## config.mk

```make
export PLATFORM = sky130hd
export DESIGN_NAME = lci_regs
export DESIGN_NICKNAME = d
export VERILOG_FILES = /design/src/verilog/lci_pkg.sv /design/src/verilog/lci_regs.sv
export SDC_FILE = /design/constraint.sdc
export NUM_CORES = 1
export LEC_CHECK = 0
export BUFFER_PORTS_ARGS = -buffer_cell sky130_fd_sc_hd__buf_2
export CAP_MARGIN = 15
export CORE_MARGIN = 5
export CORE_UTILIZATION = 47
export DETAILED_ROUTE_END_ITERATION = 6
export HOLD_SLACK_MARGIN = 0.08
export PLACE_DENSITY = 0.8
export REMOVE_ABC_BUFFERS = 1
export SYNTH_ARGS = -nofsm -noshare
export SYNTH_HDL_FRONTEND = slang
export SYNTH_SLANG_ARGS = --single-unit
```

## constraint.sdc

```tcl
create_clock -name pclk -period 3.9 [get_ports pclk]
set_input_delay 0 -clock pclk [delete_from_list [all_inputs] [get_ports pclk]]
set_output_delay 0 -clock pclk [all_outputs]
set_load 0.03 [all_outputs]
```

## src/verilog/lci_pkg.sv

```systemverilog
// Package for the control, init-address and mask register slice.
// Assumes an APB master with 32-bit data and a single core clock.
package lci_pkg;

   // ==========================================================
   // Register byte addresses
   localparam logic [7:0] OFS_CTRL_STATUS = 8'h00;
   localparam logic [7:0] OFS_IADDR_LOW   = 8'h04;
   localparam logic [7:0] OFS_IADDR_HIGH  = 8'h08;
   localparam logic [7:0] OFS_MASK_DEFER  = 8'h0C;
   localparam logic [7:0] OFS_TEST_FEAT   = 8'h10;
   localparam logic [7:0] OFS_SHADOW_LOW  = 8'h40;
   localparam logic [7:0] OFS_SHADOW_HIGH = 8'h44;

   // ==========================================================
   // Control/status field positions
   localparam int BIT_INIT    = 0;
   localparam int BIT_START   = 1;
   localparam int BIT_HALT    = 2;
   localparam int BIT_RUN     = 4;
   localparam int BIT_IBUSY   = 5;
   localparam int BIT_SUMMARY = 7;

   // ==========================================================
   // Mask/defer field positions
   localparam int BIT_BABBLE_M = 14;
   localparam int BIT_MISSED_M = 12;
   localparam int BIT_MEMERR_M = 11;
   localparam int BIT_RXDONE_M = 10;
   localparam int BIT_TXDONE_M = 9;
   localparam int BIT_IDONE_M  = 8;
   localparam int BIT_TWO_PART = 4;
   localparam int BIT_BACKOFF  = 3;
   localparam logic [15:0] MASK_DEFER_WMASK = 16'h5F18;

   // ==========================================================
   // Test/features field positions
   localparam int BIT_POLL_DIS = 12;
   localparam int BIT_AUTO_PAD = 11;
   localparam int BIT_STRIP    = 10;
   localparam logic [15:0] FEAT_WMASK = 16'h1C00;

   // ==========================================================
   // Reset values and constants
   localparam logic [15:0] MASK_DEFER_RST = 16'h0000;
   localparam logic [15:0] FEAT_RST       = 16'h0000;
   localparam logic [7:0]  IADDR_HIGH_MSK = 8'hFF;
   localparam logic [6:0]  PAD_MIN_BYTES  = 7'h40;

   // ==========================================================
   // Carriers
   typedef struct packed {
      logic babble;
      logic missed;
      logic mem_error;
      logic rx_done;
      logic tx_done;
      logic init_done;
   } lci_events_t;

   typedef struct packed {
      logic two_part_defer_disable;
      logic modified_backoff_enable;
      logic tx_auto_pad;
      logic rx_auto_strip;
      logic tx_poll_disable;
   } lci_cfg_t;

endpackage : lci_pkg

```

## src/verilog/lci_regs.sv

```systemverilog
// Control/status, init-block address and mask/defer register slice.
// Assumes an APB master on pclk; event levels come from the datapath.
//
// Our own choices: the APB register port and the register offsets.
`timescale 1ns/1ps
`default_nettype none

// How it works
// - Writing start enables transmit, receive, buffers; clears halt.
// - Start with init together runs initialization before normal operation.
// - Start sets only on one written; cleared by reset or halt.
// - Init write of one launches init block fetch and clears halt.
// - Init stays set after the init sequence completes.
// - Init sets only on one written; cleared by reset or halt.
// - Low address write also copies value into low shadow.
// - Address registers accessible only while halted; reset leaves them.
// - High address holds bits 23:16 in 7:0; upper byte zero.
// - High address write also copies value into high shadow.
// - Each set mask bit blocks its event from the summary flag.
// - Mask and defer bits cleared by reset, kept across halt.
// - Mask register bit 4 selects single-part transmit deferral.
// - Mask register bit 3 selects modified back-off; read/write.
// - Auto-pad pads short frames to 64 bytes, check sequence after pad.
// - Auto-pad overrides the per-frame check-sequence disable.
// - Auto-strip removes pad and check sequence from received frames.
// - Transmit poll disable cleared by reset, so polling runs.
// - Halt stops activity until start or init; halt wins when together.
// - Poll disable bit 12 stops automatic transmit descriptor polling.
module lci_regs (
   // Clock and reset
   input  wire logic               pclk,
   input  wire logic               presetn,
   // APB slave
   input  wire logic               psel,
   input  wire logic               penable,
   input  wire logic               pwrite,
   input  wire logic [7:0]         paddr,
   input  wire logic [31:0]        pwdata,
   output logic      [31:0]        prdata,
   output logic                    pready,
   output logic                    pslverr,
   // Datapath events and handshakes
   input  wire lci_pkg::lci_events_t events,
   input  wire logic               init_fetch_done,
   input  wire logic               tx_check_seq_disable,
   // Engine controls
   output logic                    tx_enable,
   output logic                    rx_enable,
   output logic                    bm_enable,
   output logic                    halted,
   output logic                    init_fetch_req,
   output logic [23:0]             init_block_address,
   output lci_pkg::lci_cfg_t       cfg,
   output logic                    tx_fcs_append,
   output logic [6:0]              tx_pad_min_bytes,
   output logic                    summary_irq_flag
);

   // ==========================================================
   // State
   typedef struct packed {
      logic        halt;
      logic        start_cmd;
      logic        init_cmd;
      logic        init_busy;
      logic        run;
      logic [15:0] mask_defer;
      logic [15:0] feat;
      logic        irq;
      logic        fcs_append;
      logic        pready;
      logic        pslverr;
      logic [31:0] prdata;
   } lci_state_t;

   typedef struct packed {
      logic [15:0] addr_low;
      logic [7:0]  addr_high;
      logic [15:0] shadow_low;
      logic [7:0]  shadow_high;
   } lci_addr_t;

   lci_state_t st_ff;
   lci_state_t nxt_st;
   lci_addr_t  ad_ff;
   lci_addr_t  nxt_ad;

   logic        acc_wr;
   logic        setup;
   logic        mapped;
   logic [15:0] wd;
   logic [5:0]  raw_ev;
   logic [5:0]  ev_mask;

   assign setup  = psel && !penable;
   assign acc_wr = psel && penable && st_ff.pready && pwrite;
   assign wd     = pwdata[15:0];
   assign raw_ev = {events.babble, events.missed, events.mem_error,
                    events.rx_done, events.tx_done, events.init_done};
   assign ev_mask = {st_ff.mask_defer[lci_pkg::BIT_BABBLE_M],
                     st_ff.mask_defer[lci_pkg::BIT_MISSED_M],
                     st_ff.mask_defer[lci_pkg::BIT_MEMERR_M],
                     st_ff.mask_defer[lci_pkg::BIT_RXDONE_M],
                     st_ff.mask_defer[lci_pkg::BIT_TXDONE_M],
                     st_ff.mask_defer[lci_pkg::BIT_IDONE_M]};

   always_comb begin
      unique case (paddr)
         lci_pkg::OFS_CTRL_STATUS,
         lci_pkg::OFS_IADDR_LOW,
         lci_pkg::OFS_IADDR_HIGH,
         lci_pkg::OFS_MASK_DEFER,
         lci_pkg::OFS_TEST_FEAT,
         lci_pkg::OFS_SHADOW_LOW,
         lci_pkg::OFS_SHADOW_HIGH: mapped = 1'b1;
         default:                  mapped = 1'b0;
      endcase
   end

   // ==========================================================
   // Next state
   always_comb begin
      nxt_st = st_ff;
      nxt_ad = ad_ff;
      // No wait states: answer prepared in setup, shown in access
      nxt_st.pready  = setup;
      nxt_st.pslverr = setup && !mapped;
      nxt_st.prdata  = 32'h0000_0000;
      if (setup && !pwrite) begin
         unique case (paddr)
            lci_pkg::OFS_CTRL_STATUS: begin
               nxt_st.prdata[lci_pkg::BIT_INIT]    = st_ff.init_cmd;
               nxt_st.prdata[lci_pkg::BIT_START]   = st_ff.start_cmd;
               nxt_st.prdata[lci_pkg::BIT_HALT]    = st_ff.halt;
               nxt_st.prdata[lci_pkg::BIT_RUN]     = st_ff.run;
               nxt_st.prdata[lci_pkg::BIT_IBUSY]   = st_ff.init_busy;
               nxt_st.prdata[lci_pkg::BIT_SUMMARY] = st_ff.irq;
            end
            lci_pkg::OFS_IADDR_LOW: begin
               if (st_ff.halt) begin
                  nxt_st.prdata[15:0] = ad_ff.addr_low;
               end
            end
            lci_pkg::OFS_IADDR_HIGH: begin
               if (st_ff.halt) begin
                  nxt_st.prdata[7:0] = ad_ff.addr_high;
               end
            end
            lci_pkg::OFS_MASK_DEFER: begin
               nxt_st.prdata[15:0] = st_ff.mask_defer;
            end
            lci_pkg::OFS_TEST_FEAT: begin
               nxt_st.prdata[15:0] = st_ff.feat;
            end
            lci_pkg::OFS_SHADOW_LOW: begin
               nxt_st.prdata[15:0] = ad_ff.shadow_low;
            end
            lci_pkg::OFS_SHADOW_HIGH: begin
               nxt_st.prdata[7:0] = ad_ff.shadow_high;
            end
            default: begin
               nxt_st.prdata = 32'h0000_0000;
            end
         endcase
      end
      // Init fetch finishes; init command stays set
      if (st_ff.init_busy && init_fetch_done) begin
         nxt_st.init_busy = 1'b0;
      end
      if (acc_wr) begin
         unique case (paddr)
            lci_pkg::OFS_CTRL_STATUS: begin
               if (wd[lci_pkg::BIT_HALT]) begin
                  nxt_st.halt      = 1'b1;
                  nxt_st.start_cmd = 1'b0;
                  nxt_st.init_cmd  = 1'b0;
                  nxt_st.init_busy = 1'b0;
               end else begin
                  if (wd[lci_pkg::BIT_START]) begin
                     nxt_st.start_cmd = 1'b1;
                     nxt_st.halt      = 1'b0;
                  end
                  if (wd[lci_pkg::BIT_INIT]) begin
                     nxt_st.init_cmd  = 1'b1;
                     nxt_st.init_busy = 1'b1;
                     nxt_st.halt      = 1'b0;
                  end
               end
            end
            lci_pkg::OFS_IADDR_LOW: begin
               if (st_ff.halt) begin
                  nxt_ad.addr_low   = wd;
                  nxt_ad.shadow_low = wd;
               end
            end
            lci_pkg::OFS_IADDR_HIGH: begin
               if (st_ff.halt) begin
                  nxt_ad.addr_high = wd[7:0] & lci_pkg::IADDR_HIGH_MSK;
                  nxt_ad.shadow_high = wd[7:0];
               end
            end
            lci_pkg::OFS_MASK_DEFER: begin
               nxt_st.mask_defer = wd & lci_pkg::MASK_DEFER_WMASK;
            end
            lci_pkg::OFS_TEST_FEAT: begin
               nxt_st.feat = wd & lci_pkg::FEAT_WMASK;
            end
            default: begin
               nxt_st.feat = st_ff.feat;
            end
         endcase
      end
      // Run only once started and no init fetch pending
      nxt_st.run = nxt_st.start_cmd && !nxt_st.init_busy;
      nxt_st.irq = |(raw_ev & ~ev_mask);
      nxt_st.fcs_append = st_ff.feat[lci_pkg::BIT_AUTO_PAD] ||
                          !tx_check_seq_disable;
   end

   // ==========================================================
   // Registers
   always_ff @(posedge pclk or negedge presetn) begin
      if (!presetn) begin
         st_ff            <= '0;
         st_ff.halt       <= 1'b1;
         st_ff.mask_defer <= lci_pkg::MASK_DEFER_RST;
         st_ff.feat       <= lci_pkg::FEAT_RST;
      end else begin
         st_ff <= nxt_st;
      end
   end

   // Address registers keep their contents through reset
   always_ff @(posedge pclk) begin
      ad_ff <= nxt_ad;
   end

   // ==========================================================
   // Outputs
   assign prdata             = st_ff.prdata;
   assign pready             = st_ff.pready;
   assign pslverr            = st_ff.pslverr;
   assign halted             = st_ff.halt;
   assign tx_enable          = st_ff.run;
   assign rx_enable          = st_ff.run;
   assign bm_enable          = st_ff.run;
   assign init_fetch_req     = st_ff.init_busy;
   assign init_block_address = {ad_ff.shadow_high, ad_ff.shadow_low};
   assign summary_irq_flag   = st_ff.irq;
   assign tx_fcs_append      = st_ff.fcs_append;
   assign tx_pad_min_bytes   = lci_pkg::PAD_MIN_BYTES;
   assign cfg = {st_ff.mask_defer[lci_pkg::BIT_TWO_PART],
                 st_ff.mask_defer[lci_pkg::BIT_BACKOFF],
                 st_ff.feat[lci_pkg::BIT_AUTO_PAD],
                 st_ff.feat[lci_pkg::BIT_STRIP],
                 st_ff.feat[lci_pkg::BIT_POLL_DIS]};

   // ==========================================================
   // Assertions
   a_halt_clears_run: assert property (
      @(posedge pclk) disable iff (!presetn)
      acc_wr && paddr == lci_pkg::OFS_CTRL_STATUS && wd[lci_pkg::BIT_HALT]
      |=> halted && !tx_enable && !st_ff.start_cmd && !st_ff.init_cmd)
      else $error("halt write did not stop the block");

   a_start_runs: assert property (@(posedge pclk) disable iff (!presetn)
      acc_wr && paddr == lci_pkg::OFS_CTRL_STATUS && wd[lci_pkg::BIT_START]
      && !wd[lci_pkg::BIT_HALT] && !wd[lci_pkg::BIT_INIT] && !init_fetch_req
      |=> tx_enable && rx_enable && bm_enable && !halted)
      else $error("start write did not enable the engines");

   a_init_first: assert property (@(posedge pclk) disable iff (!presetn)
      init_fetch_req |-> !tx_enable)
      else $error("engines ran during init fetch");

   a_start_sticky: assert property (
      @(posedge pclk) disable iff (!presetn)
      st_ff.start_cmd && !(acc_wr && paddr == lci_pkg::OFS_CTRL_STATUS)
      |=> st_ff.start_cmd)
      else $error("start command dropped without halt");

   a_init_launch: assert property (
      @(posedge pclk) disable iff (!presetn)
      acc_wr && paddr == lci_pkg::OFS_CTRL_STATUS && wd[lci_pkg::BIT_INIT]
      && !wd[lci_pkg::BIT_HALT] |=> init_fetch_req && !halted)
      else $error("init write did not launch fetch");

   a_init_stays: assert property (@(posedge pclk) disable iff (!presetn)
      st_ff.init_cmd && init_fetch_req && init_fetch_done && !acc_wr
      |=> st_ff.init_cmd && !init_fetch_req)
      else $error("init command cleared at completion");

   a_shadow_copy: assert property (
      @(posedge pclk) disable iff (!presetn)
      acc_wr && paddr == lci_pkg::OFS_IADDR_LOW && halted
      |=> init_block_address[15:0] == $past(wd))
      else $error("low shadow not updated");

   a_addr_locked: assert property (
      @(posedge pclk) disable iff (!presetn)
      !halted |=> $stable(init_block_address))
      else $error("address changed while running");

   a_irq_masked: assert property (@(posedge pclk) disable iff (!presetn)
      ((raw_ev & ~ev_mask) == 6'h00) |=> !summary_irq_flag)
      else $error("masked event raised summary flag");

   a_fcs_override: assert property (
      @(posedge pclk) disable iff (!presetn)
      cfg.tx_auto_pad && $past(cfg.tx_auto_pad) |-> tx_fcs_append)
      else $error("auto-pad did not force check sequence");

   c_start_init: cover property (@(posedge pclk) disable iff (!presetn)
      init_fetch_req && st_ff.start_cmd ##[1:50] tx_enable);
   c_halt_run: cover property (@(posedge pclk) disable iff (!presetn)
      tx_enable ##[1:50] halted);
   c_irq_flag: cover property (@(posedge pclk) disable iff (!presetn)
      summary_irq_flag);
   c_unmapped: cover property (@(posedge pclk) disable iff (!presetn)
      pready && pslverr);

endmodule : lci_regs

`default_nettype wire

```

---- Word level (Yosys, flattened, before mapping) ----
Index checks and enable logic that the tools add are counted.
word-level totals
  bits in registers ....................... 76
cells by class
  equality and inequality tests ........... 6
  bitwise operators ....................... 2
  reductions and logical operators ........ 25
  multiplexer cells ....................... 17
operator list
  operator                                             count
  two-way mux 16 bit                                   2
  one-hot mux 8 bit (4 select lines)                   1
  equality test 8 x 4 -> 1 bit, second input constant  2
  equality test 8 x 7 -> 1 bit, second input constant  2
  one-hot mux 3 bit (5 select lines)                   1
  one-hot mux 2 bit (6 select lines)                   1
  AND reduction 3 bit                                  4
  one-hot mux 1 bit (5 select lines)                   2
  equality test 8 x 3 -> 1 bit, second input constant  1
  equality test 8 x 5 -> 1 bit, second input constant  1
  logical AND 1 bit                                    8
  zero test 8 bit                                      1
  two-way mux 8 bit                                    1
  OR reduction 7 bit                                   1
  AND 6 bit                                            1
  two-way mux 3 bit                                    2
  NOT 6 bit                                            1
  OR reduction 6 bit                                   1
  zero test 1 bit                                      5
  two-way mux 2 bit                                    2
  two-way mux 4 bit                                    1
  one-hot mux 1 bit (4 select lines)                   1
  AND reduction 2 bit                                  2
  two-way mux 1 bit                                    3
  3 further kinds                                      3

---- Depth between registers and ports, before layout ----
  depth in word-level cells ............... 8
  gate-level depth with buffers ........... 6
  gate-level depth less buffers ........... 4

---- Worst setup path after synthesis ----
OpenSTA, ideal clock, no wires.
  path type ............................... flip-flop to flip-flop
  start ................................... reg st_ff (netlist bit halted)
  end ..................................... reg ad_ff (netlist bit init_block_address[0]) (enable)
  path buffers ............................ 0
  stages on the path, launching flop included .. 3
  path slack .............................. 0.973 ns
  arrival ................................. 2.497 ns
  library setup time ...................... 0.430 ns
  cell sequence ........................... dfstp_2 > nand3b_1 > nor4_1
between the ends
  longest elaborated chain between the ends .. 1
RTL lines
  element                        line             text
  start: declaration             lci_regs.sv:83   lci_state_t st_ff;
  start signal: assignment       lci_regs.sv:229  st_ff <= nxt_st;
  AND reduction 3 bit (no line)  -
  end signal: assignment         lci_regs.sv:235  ad_ff <= nxt_ad;
  end: declaration               lci_regs.sv:85   lci_addr_t ad_ff;
No other way between the ends.
A chain may end at the register's enable or synchronous reset.

==> metrics.md <==
| Metric | Value |
|---|---|
| Share of layout cells above drive strength 1 | `0.379` |
| Reg2Reg Depth | `4` |
| Static Leak | `1.68 nW` |
| Die Y | `88.0 um` |
| CTS max path bufs | `2` |
| Seq cells post-synth | `60` |
| Syn_area_per_cell | `12.1 um^2` |
| Iteration-0 DRC Markers | `220` |
| CTS root buf | `clkbuf_8` |
| Grt ovf | `0` |
| Post-route setup slack | `1.55 ns` |
| Synthesis-to-layout area growth | `27.1%` |
| Synth Area in Adders | `0` |
| FFs w/ async S/R, synth | `0.600` |
| Initial antenna violation count | `0` |
| Final WL | `7.12 mm` |
| Most frequent cells in the layout | `buf_2 (90), dfrtp_1 (35), dlygate4sd3_1 (32), edfxtp_1 (24), conb_1 (23)` |
| Synth Warn # | `0` |
| RD Place Congestion | `0.911` |
| Cells after Synth | `236` |
| Vias per cell | `5.17` |
| CP Capture Type | `register` |
| Least-Margin Pin Slew | `0.970 ns` |
| Place WS | `1.67 ns` |
| Slew headroom | `0.352` |
| Worst EP arrival | `2.63 ns` |
| Largest net degree at the start of global routing | `37` |
| Via count | `2161` |
| Cell Pwr Density | `370 nW/um^2` |
| IO Pins | `130` |
| Worst VDD drop | `236 uV` |
| Die width | `88.0 um` |
| Hold Vio Cnt, Final | `0` |
| Seq/Total Area, Yosys | `0.568` |
| # H-tree levels | `3` |
| Initial core utilization | `0.483` |
| Detailed placement HPWL | `5.04 mm` |
| RSZ-0062 raised after global routing | `false` |
| Critical path class | `in2reg` |
| Slew Limit Fails | `0` |
| Pwr Total | `0.00134 W` |
| Status | `complete, no violations` |
| Die Area | `7740 um^2` |
| Vias in the first global route | `2189` |
| Clock latency at the later pin of the worst-skew pair | `0.34 ns` |
| XOR/XNOR Fraction of Synth Area | `0` |
| Core ar. | `5920 um^2` |
| Compound-gate portion of the synthesized area | `0.113` |
| DRC | `0` |
| Largest family of logic cells by synthesized area | `buffers and inverters` |
| CP max FO | `9` |
| Max Cap Violations | `0` |
| Clk slew on worst S/H paths | `0.07 ns` |
| Main synth FF type | `dfrtp_1` |
| Rows | `28` |
| Post-CTS sizing | `0` |
| Tmin final | `2.35 ns` |
| Nets | `391` |
| Most common cell after layout, fill and taps aside | `buf_2` |
| Multiplexer area fraction after synthesis | `0.0473` |
| Antenna cells | `0` |
| First-pass GRT wire length | `11.0 mm` |
| Setup Buffers After CTS | `0` |
| CTS Buf Count | `9` |
| EDFF count, synth | `24` |
| CTS tree | `yes` |
| Total track usage | `0.192` |
| Avg WL per Cell | `17.0 um` |
| Final Cycle Share | `0.604` |
| Max Clk Rate | `425 MHz` |
| ANT nets after route | `0` |
| Crit start category | `input port` |
| Synth Area in Simple Gates | `0.116` |
| Clock skew | `0.00479 ns` |
| Worst Hold Class | `in2reg` |
| CTS sink cnt | `60` |
| TritonRoute pass-1 iters | `5` |
| Yosys cell types | `49` |
| Final setup vio count | `0` |
| Cell area after synthesis | `2860 um^2` |
| Setup_tns | `0 ns` |
| IO buf count | `90` |
| Req. time, crit path | `4.17 ns` |
| Hold Path Cell Cnt | `3` |
==> what timing repair did <==
action / 4_1_cts / 5_1_grt
hold buffers: 32 / 0
hold endpoints to repair: 84 / 0
setup endpoints to repair: 0 / 0
==> final cells by class <==
class | instances | area [um^2]
clock inverter | 4 | 47.5
clock buffer | 12 | 155
sequential | 60 | 1620
tap | 75 | 93.8
timing repair buffer | 124 | 786
inverter | 12 | 45.0
fill | 465 | 2290
multi-input combinational | 131 | 882
==> where the power goes <==
group	switching, W	leakage (nW)	internal, W	total, W
registers	0.00000135	0.695	0.000660	0.000661
clock network	0.000234	0.102	0.000328	0.000561
logic	0.0000766	0.882	0.0000435	0.000120
total	0.000312	1.68	0.00103	0.00134
==> stage by stage <==
stage	instances	area [um^2]	hold slack, ns	util
floorplan	203	2540	-0.296	-
global placement	370	3110	0.143	0.525
detailed placement	370	3110	0.153	0.525
CTS	418	3630	0.0801	0.613
global route	418	3630	0.128	0.613
finish	418	3630	0.109	0.613
==> metal layers <==
metal | vias up | wire length, um | track usage
li1 | 991 | - | -
met1 | 1025 | 2690 | 0.219
met2 | 118 | 3600 | 0.327
met3 | 27 | 527 | 0.0414
met4 | 0 | 303 | 0.121
met5 | - | 0 | 0
==> cell families (layout without fill, tap and decap cells) <==
kind of cell | count (synthesis) | count (layout)
flops | 60 | 60
other cells | 2 | 23
mux | 12 | 12
buf+inv | 66 | 152
simple gates | 58 | 58
compound gates | 38 | 38
==> sequential cells by signal (all words and copies together), names as in the netlist, 2 cells and up <==
signal / cells
cfg: 5
init_block_address: 24
st_ff: 2
ev_mask: 6
prdata: 16
==> critical path, stage by stage <==
cell and delay, ns:
dlygate4sd3_1 0.55, buf_2 0.15, or3_1 0.53, nor4_4 0.57, a22oi_1 0.14, a21oi_1 0.14, dlygate4sd3_1 0.56
==> cells in the mapped netlist (2+ instances only) <==
library cell / count / share of area
nor3_1: 5 / 0.0088
nor3b_1: 3 / 0.0079
conb_1: 2 / 0.0026
buf_2: 5 / 0.0088
o21ai_0: 2 / 0.0035
buf_4: 47 / 0.12
a32oi_1: 2 / 0.0061
nor2_1: 13 / 0.017
nand2b_1: 3 / 0.0066
nor4_1: 3 / 0.0066
or3_1: 2 / 0.0044
inv_1: 12 / 0.016
nand3b_1: 3 / 0.0079
mux2_2: 12 / 0.047
and4_1: 2 / 0.0061
a21oi_1: 6 / 0.011
dfrtp_1: 35 / 0.31
nand3_1: 4 / 0.0070
a22oi_1: 4 / 0.011
a211oi_2: 2 / 0.0088
edfxtp_1: 24 / 0.25
nand4_1: 2 / 0.0044
or2_2: 2 / 0.0044
a222oi_1: 7 / 0.025
nand2_1: 10 / 0.013
==> final timing paths <==
| path | startpoint | endpoint | slack [ns] |
|---|---|---|---|
| setup / recovery | paddr[4] | init_fetch_req | 1.55 |
| hold / removal | paddr[6] | pslverr | 0.11 |
| setup reg to reg | halted | prdata[6] | 1.69 |
| hold reg to reg | init_fetch_req | bm_enable | 0.51 |
| max in group asynchronous | presetn | prdata[9] | 3.10 |
| min in group asynchronous | presetn | st_ff[70] | 0.30 |
Power figures use the tool's default switching activity.
